File: src/pkg/rdsc_pkg.sv
// Constants for the reference divider, status and serial control block.
// Assumes one 100 MHz system clock and index addressed 8-bit registers.
package rdsc_pkg;
  // Register index and data widths.
  localparam int ADDR_W = 7;
  localparam int DATA_W = 8;
  // Register indices.
  localparam logic [6:0] REG_STATUS = 7'h00;
  localparam logic [6:0] REG_STAT_SEL = 7'h01;
  localparam logic [6:0] REG_IRQ_STAT = 7'h02;
  localparam logic [6:0] REG_IRQ_MASK = 7'h03;
  localparam logic [6:0] REG_RATIO = 7'h06;
  localparam logic [6:0] REG_CTRL = 7'h07;
  localparam logic [6:0] REG_REFBUF = 7'h0b;
  localparam logic [6:0] REG_LOCK = 7'h0c;
  // Flag bit positions, shared by status, select, event and mask.
  localparam int FLAG_UNLOCK = 0;
  localparam int FLAG_LOCK = 1;
  localparam int FLAG_CLAMP_HI = 2;
  localparam int FLAG_CLAMP_LO = 3;
  // Control fields.
  localparam int CTRL_INT_MODE = 0;
  localparam int CTRL_SOFT_MUTE = 1;
  localparam int REFBUF_FILT_LSB = 0;
  localparam int REFBUF_BOOST = 2;
  // Reset values.
  localparam logic [4:0] RATIO_RST = 5'h01;
  localparam logic [3:0] STAT_SEL_RST = 4'h0;
  localparam logic [1:0] CTRL_RST = 2'h0;
  localparam logic [2:0] REFBUF_RST = 3'h0;
  localparam logic [1:0] LOCK_CT_RST = 2'h0;
  // Successive in-window counts before lock, per count code.
  localparam logic [11:0] LOCK_COUNT_1 = 12'h020;
  localparam logic [11:0] LOCK_COUNT_2 = 12'h100;
  localparam logic [11:0] LOCK_COUNT_3 = 12'h800;
  // Serial frame: seven address bits, a read bit, eight data bits.
  localparam logic [4:0] SPI_HDR_LAST = 5'h07;
  localparam logic [4:0] SPI_FRAME_LAST = 5'h0f;
  localparam logic [4:0] SPI_FRAME_END = 5'h10;
endpackage : rdsc_pkg

File: src/rtl/rdsc_ref_div.sv
// Integer reference divider producing the phase detector clock.
// Assumes the reference is sampled by a faster system clock.
`timescale 1ns/1ps
module rdsc_ref_div #(
  parameter int W = 5
) (
  input wire logic clk_sys_i,
  input wire logic nrst_i,
  input wire logic ref_i,
  input wire logic [W-1:0] ratio_i,
  output logic div_o
);
  logic ref_q; // Previous reference level.
  logic [W-1:0] cnt; // Reference edges seen in this group.
  logic [W-1:0] next_cnt;
  logic rise;

  ////////////////////////////////////////////////////////////////////
  // Edge detect and group counter.
  assign rise = ref_i & ~ref_q;

  // A ratio of one keeps the counter at zero, so the output follows the
  // reference one cycle late.
  always_comb begin
    next_cnt = cnt;
    if (rise) begin
      if (ratio_i <= W'(1) || cnt + W'(1) >= ratio_i) begin
        next_cnt = '0;
      end else begin
        next_cnt = cnt + W'(1);
      end
    end
  end

  // Counter and edge history.
  always_ff @(posedge clk_sys_i) begin
    if (!nrst_i) begin
      ref_q <= 1'b0;
      cnt <= '0;
    end else begin
      ref_q <= ref_i;
      cnt <= next_cnt;
    end
  end

  // Only the last reference pulse of each group passes.
  always_ff @(posedge clk_sys_i) begin
    if (!nrst_i) begin
      div_o <= 1'b0;
    end else begin
      div_o <= ref_i & (next_cnt == '0);
    end
  end
endmodule : rdsc_ref_div

File: src/rtl/rdsc_spi_slave.sv
// Serial control port: frames bursts, shifts bits, reads and writes.
// Assumes serial pins are synchronous and each serial clock phase
// lasts at least two system clocks.
`timescale 1ns/1ps
module rdsc_spi_slave (
  input wire logic clk_sys_i,
  input wire logic nrst_i,
  input wire logic cs_n_i,
  input wire logic sclk_i,
  input wire logic sdi_i,
  output logic sdo_o,
  output logic sdo_oe_n_o,
  output logic [6:0] addr_o,
  output logic wr_o,
  output logic [7:0] wdata_o,
  input wire logic [7:0] rdata_i
);
  logic sclk_q; // Previous serial clock level.
  logic [6:0] sr; // Incoming bits.
  logic [4:0] bcnt; // Bits taken in this burst.
  logic is_rd; // Burst is a read.
  logic load; // Read data load pending.
  logic [7:0] tx; // Outgoing bits.
  logic s_rise;
  logic s_fall;

  assign s_rise = sclk_i & ~sclk_q;
  assign s_fall = ~sclk_i & sclk_q;
  assign sdo_o = tx[7];

  ////////////////////////////////////////////////////////////////////
  // Receive side. Chip select high abandons any partial burst.
  always_ff @(posedge clk_sys_i) begin
    if (!nrst_i) begin
      sclk_q <= 1'b0;
      sr <= '0;
      bcnt <= '0;
      is_rd <= 1'b0;
      addr_o <= '0;
      wr_o <= 1'b0;
      wdata_o <= '0;
      load <= 1'b0;
    end else begin
      sclk_q <= sclk_i;
      wr_o <= 1'b0;
      load <= 1'b0;
      if (cs_n_i) begin
        bcnt <= '0;
        is_rd <= 1'b0;
      end else if (s_rise && bcnt != rdsc_pkg::SPI_FRAME_END) begin
        sr <= {sr[5:0], sdi_i};
        bcnt <= bcnt + 5'h01;
        if (bcnt == rdsc_pkg::SPI_HDR_LAST) begin
          addr_o <= sr;
          is_rd <= sdi_i;
          load <= sdi_i;
        end
        if (bcnt == rdsc_pkg::SPI_FRAME_LAST && !is_rd) begin
          wr_o <= 1'b1;
          wdata_o <= {sr, sdi_i};
        end
      end
    end
  end

  ////////////////////////////////////////////////////////////////////
  // Transmit side: drive only in the data phase of a read.
  always_ff @(posedge clk_sys_i) begin
    if (!nrst_i) begin
      tx <= '0;
      sdo_oe_n_o <= 1'b1;
    end else if (cs_n_i) begin
      sdo_oe_n_o <= 1'b1;
    end else if (load) begin
      tx <= rdata_i;
      sdo_oe_n_o <= 1'b0;
    end else if (s_fall && !sdo_oe_n_o && bcnt != rdsc_pkg::SPI_HDR_LAST + 5'h01) begin
      // The fall between the read bit and the first data rise keeps the
      // top bit, otherwise the host would see bit six at its first rise.
      tx <= {tx[6:0], 1'b0};
    end
  end
endmodule : rdsc_spi_slave

File: src/rtl/rdsc_top.sv
// Reference path and control pin logic of the synthesizer.
// Assumes all pins are synchronous to clk_sys_i; analog comparators
// supply the window and clamp levels.
//
// How it works
// - Status pin ORs selected flags.
// - Chip select low frames each burst.
// - Serial input sampled on clock rising edge.
// - Serial output driven only during reads.
// - Mute silences outputs, bias stays on.
// - Five-bit ratio, values one to thirtyone.
// - Modulator can be disabled for integer mode.
// - Unlock immediate on window exit, clears lock.
//
// Our own choices: the register offsets and the plain strobed port.
`timescale 1ns/1ps
module rdsc_top (
  input wire logic clk_sys_i,
  input wire logic nrst_i,
  // Plain register port.
  input wire logic [6:0] reg_addr_i,
  input wire logic [7:0] reg_wdata_i,
  input wire logic reg_wr_i,
  input wire logic reg_rd_i,
  output logic [7:0] reg_rdata_o,
  // Serial control port.
  input wire logic cs_n_i,
  input wire logic sclk_i,
  input wire logic sdi_i,
  output logic sdo_o,
  output logic sdo_oe_n_o,
  // Reference path.
  input wire logic ref_i,
  output logic pfd_ref_o,
  output logic [1:0] ref_filter_sel_o,
  output logic ref_gain_boost_o,
  // Loop monitors from the analog side and the modulator enable.
  input wire logic phase_in_window_i,
  input wire logic clamp_high_i,
  input wire logic clamp_low_i,
  output logic dsm_enable_o,
  // Output buffer control.
  input wire logic mute_n_i,
  output logic rf_out_en_o,
  output logic rf_bias_en_o,
  // Status and interrupt.
  output logic stat_o,
  output logic irq_o
);
  ////////////////////////////////////////////////////////////////////
  // Registers.
  logic [4:0] ratio; // Reference divide ratio.
  logic [3:0] stat_sel; // Flags routed to the status pin.
  logic [3:0] irq_stat; // Sticky event bits.
  logic [3:0] irq_mask; // Event enables.
  logic [1:0] ctrl; // Integer mode and soft mute.
  logic [2:0] refbuf; // Filter code and gain boost.
  logic [1:0] lock_ct; // Lock count code, zero disables.

  // Merged write request from both ports.
  logic wr_en;
  logic [6:0] wr_addr;
  logic [7:0] wr_data;

  // Serial port side.
  logic spi_wr;
  logic [6:0] spi_addr;
  logic [7:0] spi_wdata;
  logic [7:0] spi_rdata;

  // Flags and their history.
  logic [3:0] flags;
  logic [3:0] flags_q;
  logic lock_flag;
  logic unlock_flag;
  logic clamp_high_flag;
  logic clamp_low_flag;
  logic lk_en;
  logic [11:0] lk_cnt; // Successive in-window phase detector cycles.
  logic [11:0] lk_target;
  logic pfd_q; // Previous divider output.
  logic pfd_tick;

  ////////////////////////////////////////////////////////////////////
  // Serial port instance.
  rdsc_spi_slave u_spi (
    .clk_sys_i(clk_sys_i),
    .nrst_i(nrst_i),
    .cs_n_i(cs_n_i),
    .sclk_i(sclk_i),
    .sdi_i(sdi_i),
    .sdo_o(sdo_o),
    .sdo_oe_n_o(sdo_oe_n_o),
    .addr_o(spi_addr),
    .wr_o(spi_wr),
    .wdata_o(spi_wdata),
    .rdata_i(spi_rdata)
  );

  // The plain port wins a same-cycle collision; the serial write is
  // lost then, which is rare since serial writes are slow.
  assign wr_en = reg_wr_i | spi_wr;
  assign wr_addr = reg_wr_i ? reg_addr_i : spi_addr;
  assign wr_data = reg_wr_i ? reg_wdata_i : spi_wdata;

  ////////////////////////////////////////////////////////////////////
  // Read multiplexer shared by both ports; unmapped reads give zero.
  function automatic logic [7:0] rd_mux(input logic [6:0] a);
    logic [7:0] d;
    d = 8'h00;
    case (a)
      rdsc_pkg::REG_STATUS: d = {4'h0, flags};
      rdsc_pkg::REG_STAT_SEL: d = {4'h0, stat_sel};
      rdsc_pkg::REG_IRQ_STAT: d = {4'h0, irq_stat};
      rdsc_pkg::REG_IRQ_MASK: d = {4'h0, irq_mask};
      rdsc_pkg::REG_RATIO: d = {3'h0, ratio};
      rdsc_pkg::REG_CTRL: d = {6'h00, ctrl};
      rdsc_pkg::REG_REFBUF: d = {5'h00, refbuf};
      rdsc_pkg::REG_LOCK: d = {6'h00, lock_ct};
      default: d = 8'h00;
    endcase
    return d;
  endfunction : rd_mux

  // A process rather than an assign, so that a change of any register
  // behind the multiplexer reaches the serial side, not only a new index.
  always_comb begin
    spi_rdata = rd_mux(spi_addr);
  end

  // Plain port read data stand in the cycle after the strobe only.
  always_ff @(posedge clk_sys_i) begin
    if (!nrst_i) begin
      reg_rdata_o <= 8'h00;
    end else if (reg_rd_i) begin
      reg_rdata_o <= rd_mux(reg_addr_i);
    end else begin
      reg_rdata_o <= 8'h00;
    end
  end

  ////////////////////////////////////////////////////////////////////
  // Configuration writes.
  always_ff @(posedge clk_sys_i) begin
    if (!nrst_i) begin
      ratio <= rdsc_pkg::RATIO_RST;
      stat_sel <= rdsc_pkg::STAT_SEL_RST;
      irq_mask <= 4'h0;
      ctrl <= rdsc_pkg::CTRL_RST;
      refbuf <= rdsc_pkg::REFBUF_RST;
      lock_ct <= rdsc_pkg::LOCK_CT_RST;
    end else if (wr_en) begin
      case (wr_addr)
        rdsc_pkg::REG_RATIO: begin
          // A zero ratio is not a legal divide and is ignored.
          if (wr_data[4:0] != 5'h00) begin
            ratio <= wr_data[4:0];
          end
        end
        rdsc_pkg::REG_STAT_SEL: stat_sel <= wr_data[3:0];
        rdsc_pkg::REG_IRQ_MASK: irq_mask <= wr_data[3:0];
        rdsc_pkg::REG_CTRL: ctrl <= wr_data[1:0];
        // The filter code is stored as written; code two is software's
        // mistake to avoid.
        rdsc_pkg::REG_REFBUF: refbuf <= wr_data[2:0];
        rdsc_pkg::REG_LOCK: lock_ct <= wr_data[1:0];
        default: begin
        end
      endcase
    end
  end

  ////////////////////////////////////////////////////////////////////
  // Reference divider toward the phase detector.
  rdsc_ref_div #(
    .W(5)
  ) u_div (
    .clk_sys_i(clk_sys_i),
    .nrst_i(nrst_i),
    .ref_i(ref_i),
    .ratio_i(ratio),
    .div_o(pfd_ref_o)
  );

  // One tick per phase detector cycle.
  assign pfd_tick = pfd_ref_o & ~pfd_q;

  always_ff @(posedge clk_sys_i) begin
    if (!nrst_i) begin
      pfd_q <= 1'b0;
    end else begin
      pfd_q <= pfd_ref_o;
    end
  end

  ////////////////////////////////////////////////////////////////////
  // Lock indicator.
  assign lk_en = (lock_ct != 2'h0);

  always_comb begin
    case (lock_ct)
      2'h1: lk_target = rdsc_pkg::LOCK_COUNT_1;
      2'h2: lk_target = rdsc_pkg::LOCK_COUNT_2;
      2'h3: lk_target = rdsc_pkg::LOCK_COUNT_3;
      default: lk_target = 12'h000;
    endcase
  end

  // Unlock follows the window comparator with no delay.
  assign unlock_flag = lk_en & ~phase_in_window_i;

  // Lock needs the programmed run of in-window cycles and drops at
  // once when the phase leaves the window.
  always_ff @(posedge clk_sys_i) begin
    if (!nrst_i) begin
      lk_cnt <= 12'h000;
      lock_flag <= 1'b0;
    end else if (!lk_en || !phase_in_window_i) begin
      lk_cnt <= 12'h000;
      lock_flag <= 1'b0;
    end else if (pfd_tick && !lock_flag) begin
      lk_cnt <= lk_cnt + 12'h001;
      if (lk_cnt + 12'h001 >= lk_target) begin
        lock_flag <= 1'b1;
      end
    end
  end

  assign clamp_high_flag = clamp_high_i;
  assign clamp_low_flag = clamp_low_i;

  always_comb begin
    flags = 4'h0;
    flags[rdsc_pkg::FLAG_UNLOCK] = unlock_flag;
    flags[rdsc_pkg::FLAG_LOCK] = lock_flag;
    flags[rdsc_pkg::FLAG_CLAMP_HI] = clamp_high_flag;
    flags[rdsc_pkg::FLAG_CLAMP_LO] = clamp_low_flag;
  end

  ////////////////////////////////////////////////////////////////////
  // Status pin, one cycle behind the flags.
  always_ff @(posedge clk_sys_i) begin
    if (!nrst_i) begin
      stat_o <= 1'b0;
    end else begin
      stat_o <= |(flags & stat_sel);
    end
  end

  ////////////////////////////////////////////////////////////////////
  // Events are rising flags. A new event beats a same-cycle clear.
  always_ff @(posedge clk_sys_i) begin
    if (!nrst_i) begin
      flags_q <= 4'h0;
      irq_stat <= 4'h0;
    end else begin
      flags_q <= flags;
      if (wr_en && wr_addr == rdsc_pkg::REG_IRQ_STAT) begin
        irq_stat <= (irq_stat & ~wr_data[3:0]) | (flags & ~flags_q);
      end else begin
        irq_stat <= irq_stat | (flags & ~flags_q);
      end
    end
  end

  always_ff @(posedge clk_sys_i) begin
    if (!nrst_i) begin
      irq_o <= 1'b0;
    end else begin
      irq_o <= |(irq_stat & irq_mask);
    end
  end

  ////////////////////////////////////////////////////////////////////
  // Loop and buffer controls.
  always_ff @(posedge clk_sys_i) begin
    if (!nrst_i) begin
      dsm_enable_o <= 1'b1;
      ref_filter_sel_o <= 2'h0;
      ref_gain_boost_o <= 1'b0;
      rf_out_en_o <= 1'b0;
      rf_bias_en_o <= 1'b0;
    end else begin
      dsm_enable_o <= ~ctrl[rdsc_pkg::CTRL_INT_MODE];
      ref_filter_sel_o <= refbuf[rdsc_pkg::REFBUF_FILT_LSB +: 2];
      ref_gain_boost_o <= refbuf[rdsc_pkg::REFBUF_BOOST];
      // Bias stays up through a mute so the output returns quickly.
      rf_bias_en_o <= 1'b1;
      rf_out_en_o <= mute_n_i & ~ctrl[rdsc_pkg::CTRL_SOFT_MUTE];
    end
  end
endmodule : rdsc_top

File: config.mk
export PLATFORM = sky130hd
export DESIGN_NAME = rdsc_top
export DESIGN_NICKNAME = d
export VERILOG_FILES = /design/src/pkg/rdsc_pkg.sv /design/src/rtl/rdsc_ref_div.sv /design/src/rtl/rdsc_spi_slave.sv /design/src/rtl/rdsc_top.sv
export SDC_FILE = /design/constraint.sdc
export NUM_CORES = 1
export LEC_CHECK = 0
export BUFFER_PORTS_ARGS = -buffer_cell sky130_fd_sc_hd__buf_2
export CAP_MARGIN = 20
export CORE_ASPECT_RATIO = 1.4
export CORE_UTILIZATION = 23
export CTS_CLUSTER_SIZE = 8
export DETAILED_ROUTE_END_ITERATION = 12
export PLACE_DENSITY = 0.35
export SLEW_MARGIN = 10
export SYNTH_ARGS = -nofsm -noshare
export SYNTH_HDL_FRONTEND = slang
export SYNTH_SLANG_ARGS = --single-unit
export TNS_END_PERCENT = 20
File: constraint.sdc
create_clock -name clk_sys_i -period 3.3 [get_ports clk_sys_i]
set_clock_uncertainty 0.05 [all_clocks]
set_input_delay 0 -clock clk_sys_i [delete_from_list [all_inputs] [get_ports clk_sys_i]]
set_output_delay 0 -clock clk_sys_i [all_outputs]
set_load 0.03 [all_outputs]
==> summary.txt <==
Worst hold path
  • Source of the worst hold timing path: reg_addr_i[6]
  • Hold-critical path depth: 4
  • Hold EP: reg_rdata_o[0]$_SDFF_PN0_
  • Hold crit path type: in -> reg

Global route
  • Initial antenna violation count: 0
  • Vias in the first global route: 4058
  • Global-route wire length before repair: about 22 mm
  • Total Routing Usage GR: between 10% and 20%
  • Grt ovf: 0
  • Largest net degree at the start of global routing: 33

CTS
  • CTS root buf: clkbuf_16
  • CTS Buf Count: 9
  • H-tree depth: 3
  • Clock Sinks: between 90 and 100
  • Max clock buf depth: 2
  • Total setup buffers inserted after CTS: 0
  • TritonCTS clock tree: yes
  • Hold_buf cts: 9
  • Reg clk slew, reported paths: approximately 0.07 ns
  • Post-CTS sizing: 0
  • Clock latency at the later pin of the worst-skew pair: ~0.35 ns

Detailed routing
  • Post-Route WL: 13.9 mm
  • Starting DRT DRC Count: roughly 190
  • First-pass DRT Iterations: 4
  • Via count: 4099
  • Wirelength per Cell: approximately 16 um
  • DRC Markers: 0
  • Number of nets with antenna violations after routing: 0
  • Via density: 4.74

Critical path
  • Crit path DAT: ~3 ns
  • R2r worst-path depth: 10
  • Crit end category: flip-flop
  • Reg2reg end: lock_flag$_SDFFE_PP0P_
  • R2r startpoint: lk_cnt[2]$_SDFFE_PP0P_
  • Crit Path Category: reg -> reg
  • Worst path max stage delay: ~0.5 ns
  • Crit path max fanout: 6
  • Element type at the critical path start: flip-flop
  • Crit path top cell by count: nand3_1
  • Worst R2R Setup Slack: 0.45 ns
  • Crit path cell chain: nand3_1, nor4_2, nand3_1, xnor2_1, ha_1, nor3_1, nand3_1, mux2_2, nor4_1, nor4_1
  • Slowest CP cell: nor4_2
  • Critical Path RT: around 3.5 ns

Synthesis
  • Area contributors post-synth: dfxtp_1, mux2i_1, nor2_1
  • Post-synth top area share: 39.4%
  • Flip-flop and latch count after synthesis: between 90 and 100
  • EDFF count, synth: 0
  • Cell accounting for the most synthesized area: dfxtp_1
  • Avg Inst Size Synth: between 8 and 9 um2
  • Yosys warns: 0
  • Post-synthesis cell count: ~560
  • Synth Flop Type: dfxtp_1
  • Async set-or-reset flop fraction in the synthesized netlist: 0%
  • Cell Area, Synth: roughly 5000 um2
  • Sequential-to-total area share from yosys stat: between 30% and 40%
  • Netlist cell types: 66

Pwr
  • LEAKAGE: between 2 and 2.5 nW
  • PD cells: approximately 410 nW/um2
  • Peak supply drop: approximately 0.00027 V

STA
  • FMAX: between 300 and 400 MHz
  • RSZ-0062 raised after global routing: no
  • Setup TNS: 0 ns
  • Final setup viols: 0
  • Worst relative slew slack: a little under two fifths
  • Final hold violation count: 0
  • Tightest Pin Transition: ~0.94 ns
  • Max-slew violation count: 0
  • Final min period: 2.85 ns
  • Worst hold slack: slightly above 0.03 ns
  • Fin crit share: a little under nine tenths

Finish
  • ANT cells: 0
  • Non-filler cells, final: 864
  • Nets: 640
  • Area of the multi-input gates: 2860 um2
  • Share of layout cells above drive strength 1: between 10% and 20%
  • Register area: ~2000 um2
  • Syn-to-layout area delta: 16.5%
  • Util after Layout: ~28%
  • Fillers: 2297

Run
  • Max Cap Viol: 0

Placement
  • IO buf count: 39
  • Cell Count Post-Placement: about 840
  • Placer Congestion: approximately 0.74
  • HPWL Detailed: 10.3 mm

Die
  • Die Area: approximately 22000 um2
  • Die height: around 180 um
  • Die W: roughly 130 um
  • # IOs: between 40 and 50
  • Starting Density: a little under a quarter
  • Cell Rows: 63
  • CORE AREA: around 21000 um2

Run status
  • Status: finished clean
[placed cells by master, fill, tap and decap left out, types with 5 or more instances in the layout]
cell type,netlist,layout
a21boi_0,5,5
nand2b_1,6,6
nor2b_1,16,16
mux2i_1,55,55
buf_2,4,39
ha_1,14,14
dlygate4sd3_1,0,9
buf_4,5,7
nand2_1,49,49
nor2_1,72,72
a22oi_1,8,8
xor2_1,10,10
nor3b_1,6,6
and2_1,13,13
xnor2_1,11,11
nand4_1,9,9
clkbuf_16,0,9
nor3_1,6,6
a21oi_1,20,20
dfxtp_1,99,99
mux2_2,6,6
nand3_1,13,13
o21ai_0,20,20
inv_1,16,16
[Yosys cell counts (all sizes together) (3+ instances only)]
| library cell | n |
|---|---|
| a21oi | 21 |
| nand2b | 6 |
| nand3 | 13 |
| clkbuf | 16 |
| a21o | 3 |
| mux2 | 6 |
| xnor2 | 11 |
| a22o | 3 |
| and2 | 13 |
| nand2 | 49 |
| and3 | 4 |
| nor3b | 7 |
| nor4b | 6 |
| xor2 | 10 |
| a21boi | 5 |
| dfxtp | 99 |
| a22oi | 9 |
| o21a | 4 |
| nor3 | 8 |
| nor4 | 5 |
| and3b | 3 |
| mux2i | 55 |
| ha | 14 |
| a32oi | 3 |
| o2bb2ai | 4 |
| and4 | 3 |
| nor2b | 16 |
| inv | 16 |
| or4 | 4 |
| buf | 12 |
| nor2 | 72 |
| o21ai | 21 |
| nand4 | 9 |
[through the flow]
step / instance area [um2] / setup WS (ns) / total power [mW]
after CTS: 5850 / 0.408 / 2.47
after detailed placement: 5460 / 0.443 / 1.38
after floorplan: 5030 / 0.827 / 1.33
after global placement: 5460 / 0.483 / 1.38
after global routing: 5850 / 0.148 / 2.53
final: 5850 / 0.453 / 2.42
[how the worst max path moves through the flow]
stage / slack [ns] / end / startpoint
4_1_cts: 0.41 / lock_flag$_SDFFE_PP0P_ / lk_cnt[2]$_SDFFE_PP0P_
3_5_place_dp: 0.44 / lock_flag$_SDFFE_PP0P_ / lk_cnt[2]$_SDFFE_PP0P_
3_3_place_gp: 0.48 / lock_flag$_SDFFE_PP0P_ / lk_cnt[0]$_SDFFE_PP0P_
6_report: 0.45 / lock_flag$_SDFFE_PP0P_ / lk_cnt[2]$_SDFFE_PP0P_
5_1_grt: 0.15 / lock_flag$_SDFFE_PP0P_ / lk_cnt[2]$_SDFFE_PP0P_
2_1_floorplan: 0.83 / lock_flag$_SDFFE_PP0P_ / lk_cnt[0]$_SDFFE_PP0P_
[layer usage]
metal / vias to the layer above / part of all wire (%) / GRT usage, %
met2: 73 / 50 / 22.9
met3: 15 / 3.4 / 1.93
met1: 1955 / 45 / 15.7
met5: - / 0 / 0
met4: 0 / 1.9 / 5.65
li1: 2056 / - / -
[cells by family (layout without fill, tap and decap cells)]
family                   after synthesis  after routing  share of synthesized area [%]
adder cells (fa/ha/maj)               14             14                           3.49
XOR/XNOR                              21             21                           3.66
AND/OR/NAND/NOR                      227            227                           24.3
buffers and inverters                 44             87                           3.91
multiplexers                          62             62                           12.7
flip-flops                            99             99                           39.4
other                                  1              3                         0.0746
AO/OA/AOI/OAI                         91             91                           12.4
[power by group]
group	internal (mW)	switching [mW]	leakage, nW
clock network	0.549	0.510	0.140
logic	0.0545	0.0932	1.20
registers	1.20	0.00700	0.800
[layout make-up]
type	count	share of cell area, %
tap	260	5.56
timing repair buffer	55	5.77
multi-input combinational	418	48.8
clock inverter	6	0.940
sequential	99	33.9
clock buffer	10	4.08
inverter	16	1.03
[critical path: cells and delay by family (launching register included)]
family,cells,cell delay [ns]
simple gates,7,1.56
fa+ha+maj,1,0.21
mux,1,0.29
flops,1,0.43
xor+xnor,1,0.15
[registers in the layout, indices dropped and copies added (netlist names), 2 cells and up]
| signal | count |
|---|---|
| flags_q | 4 |
| refbuf | 3 |
| lk_cnt | 12 |
| u_spi.tx | 8 |
| u_spi.wdata_o | 5 |
| ref_filter_sel_o | 2 |
| irq_stat | 4 |
| irq_mask | 4 |
| u_spi.sr | 7 |
| ctrl | 2 |
| lock_ct | 2 |
| ratio | 5 |
| stat_sel | 4 |
| u_div.cnt | 5 |
| u_spi.bcnt | 5 |
| reg_rdata_o | 5 |
| u_spi.addr_o | 7 |
No activity file was read; power rests on OpenSTA's default activity.
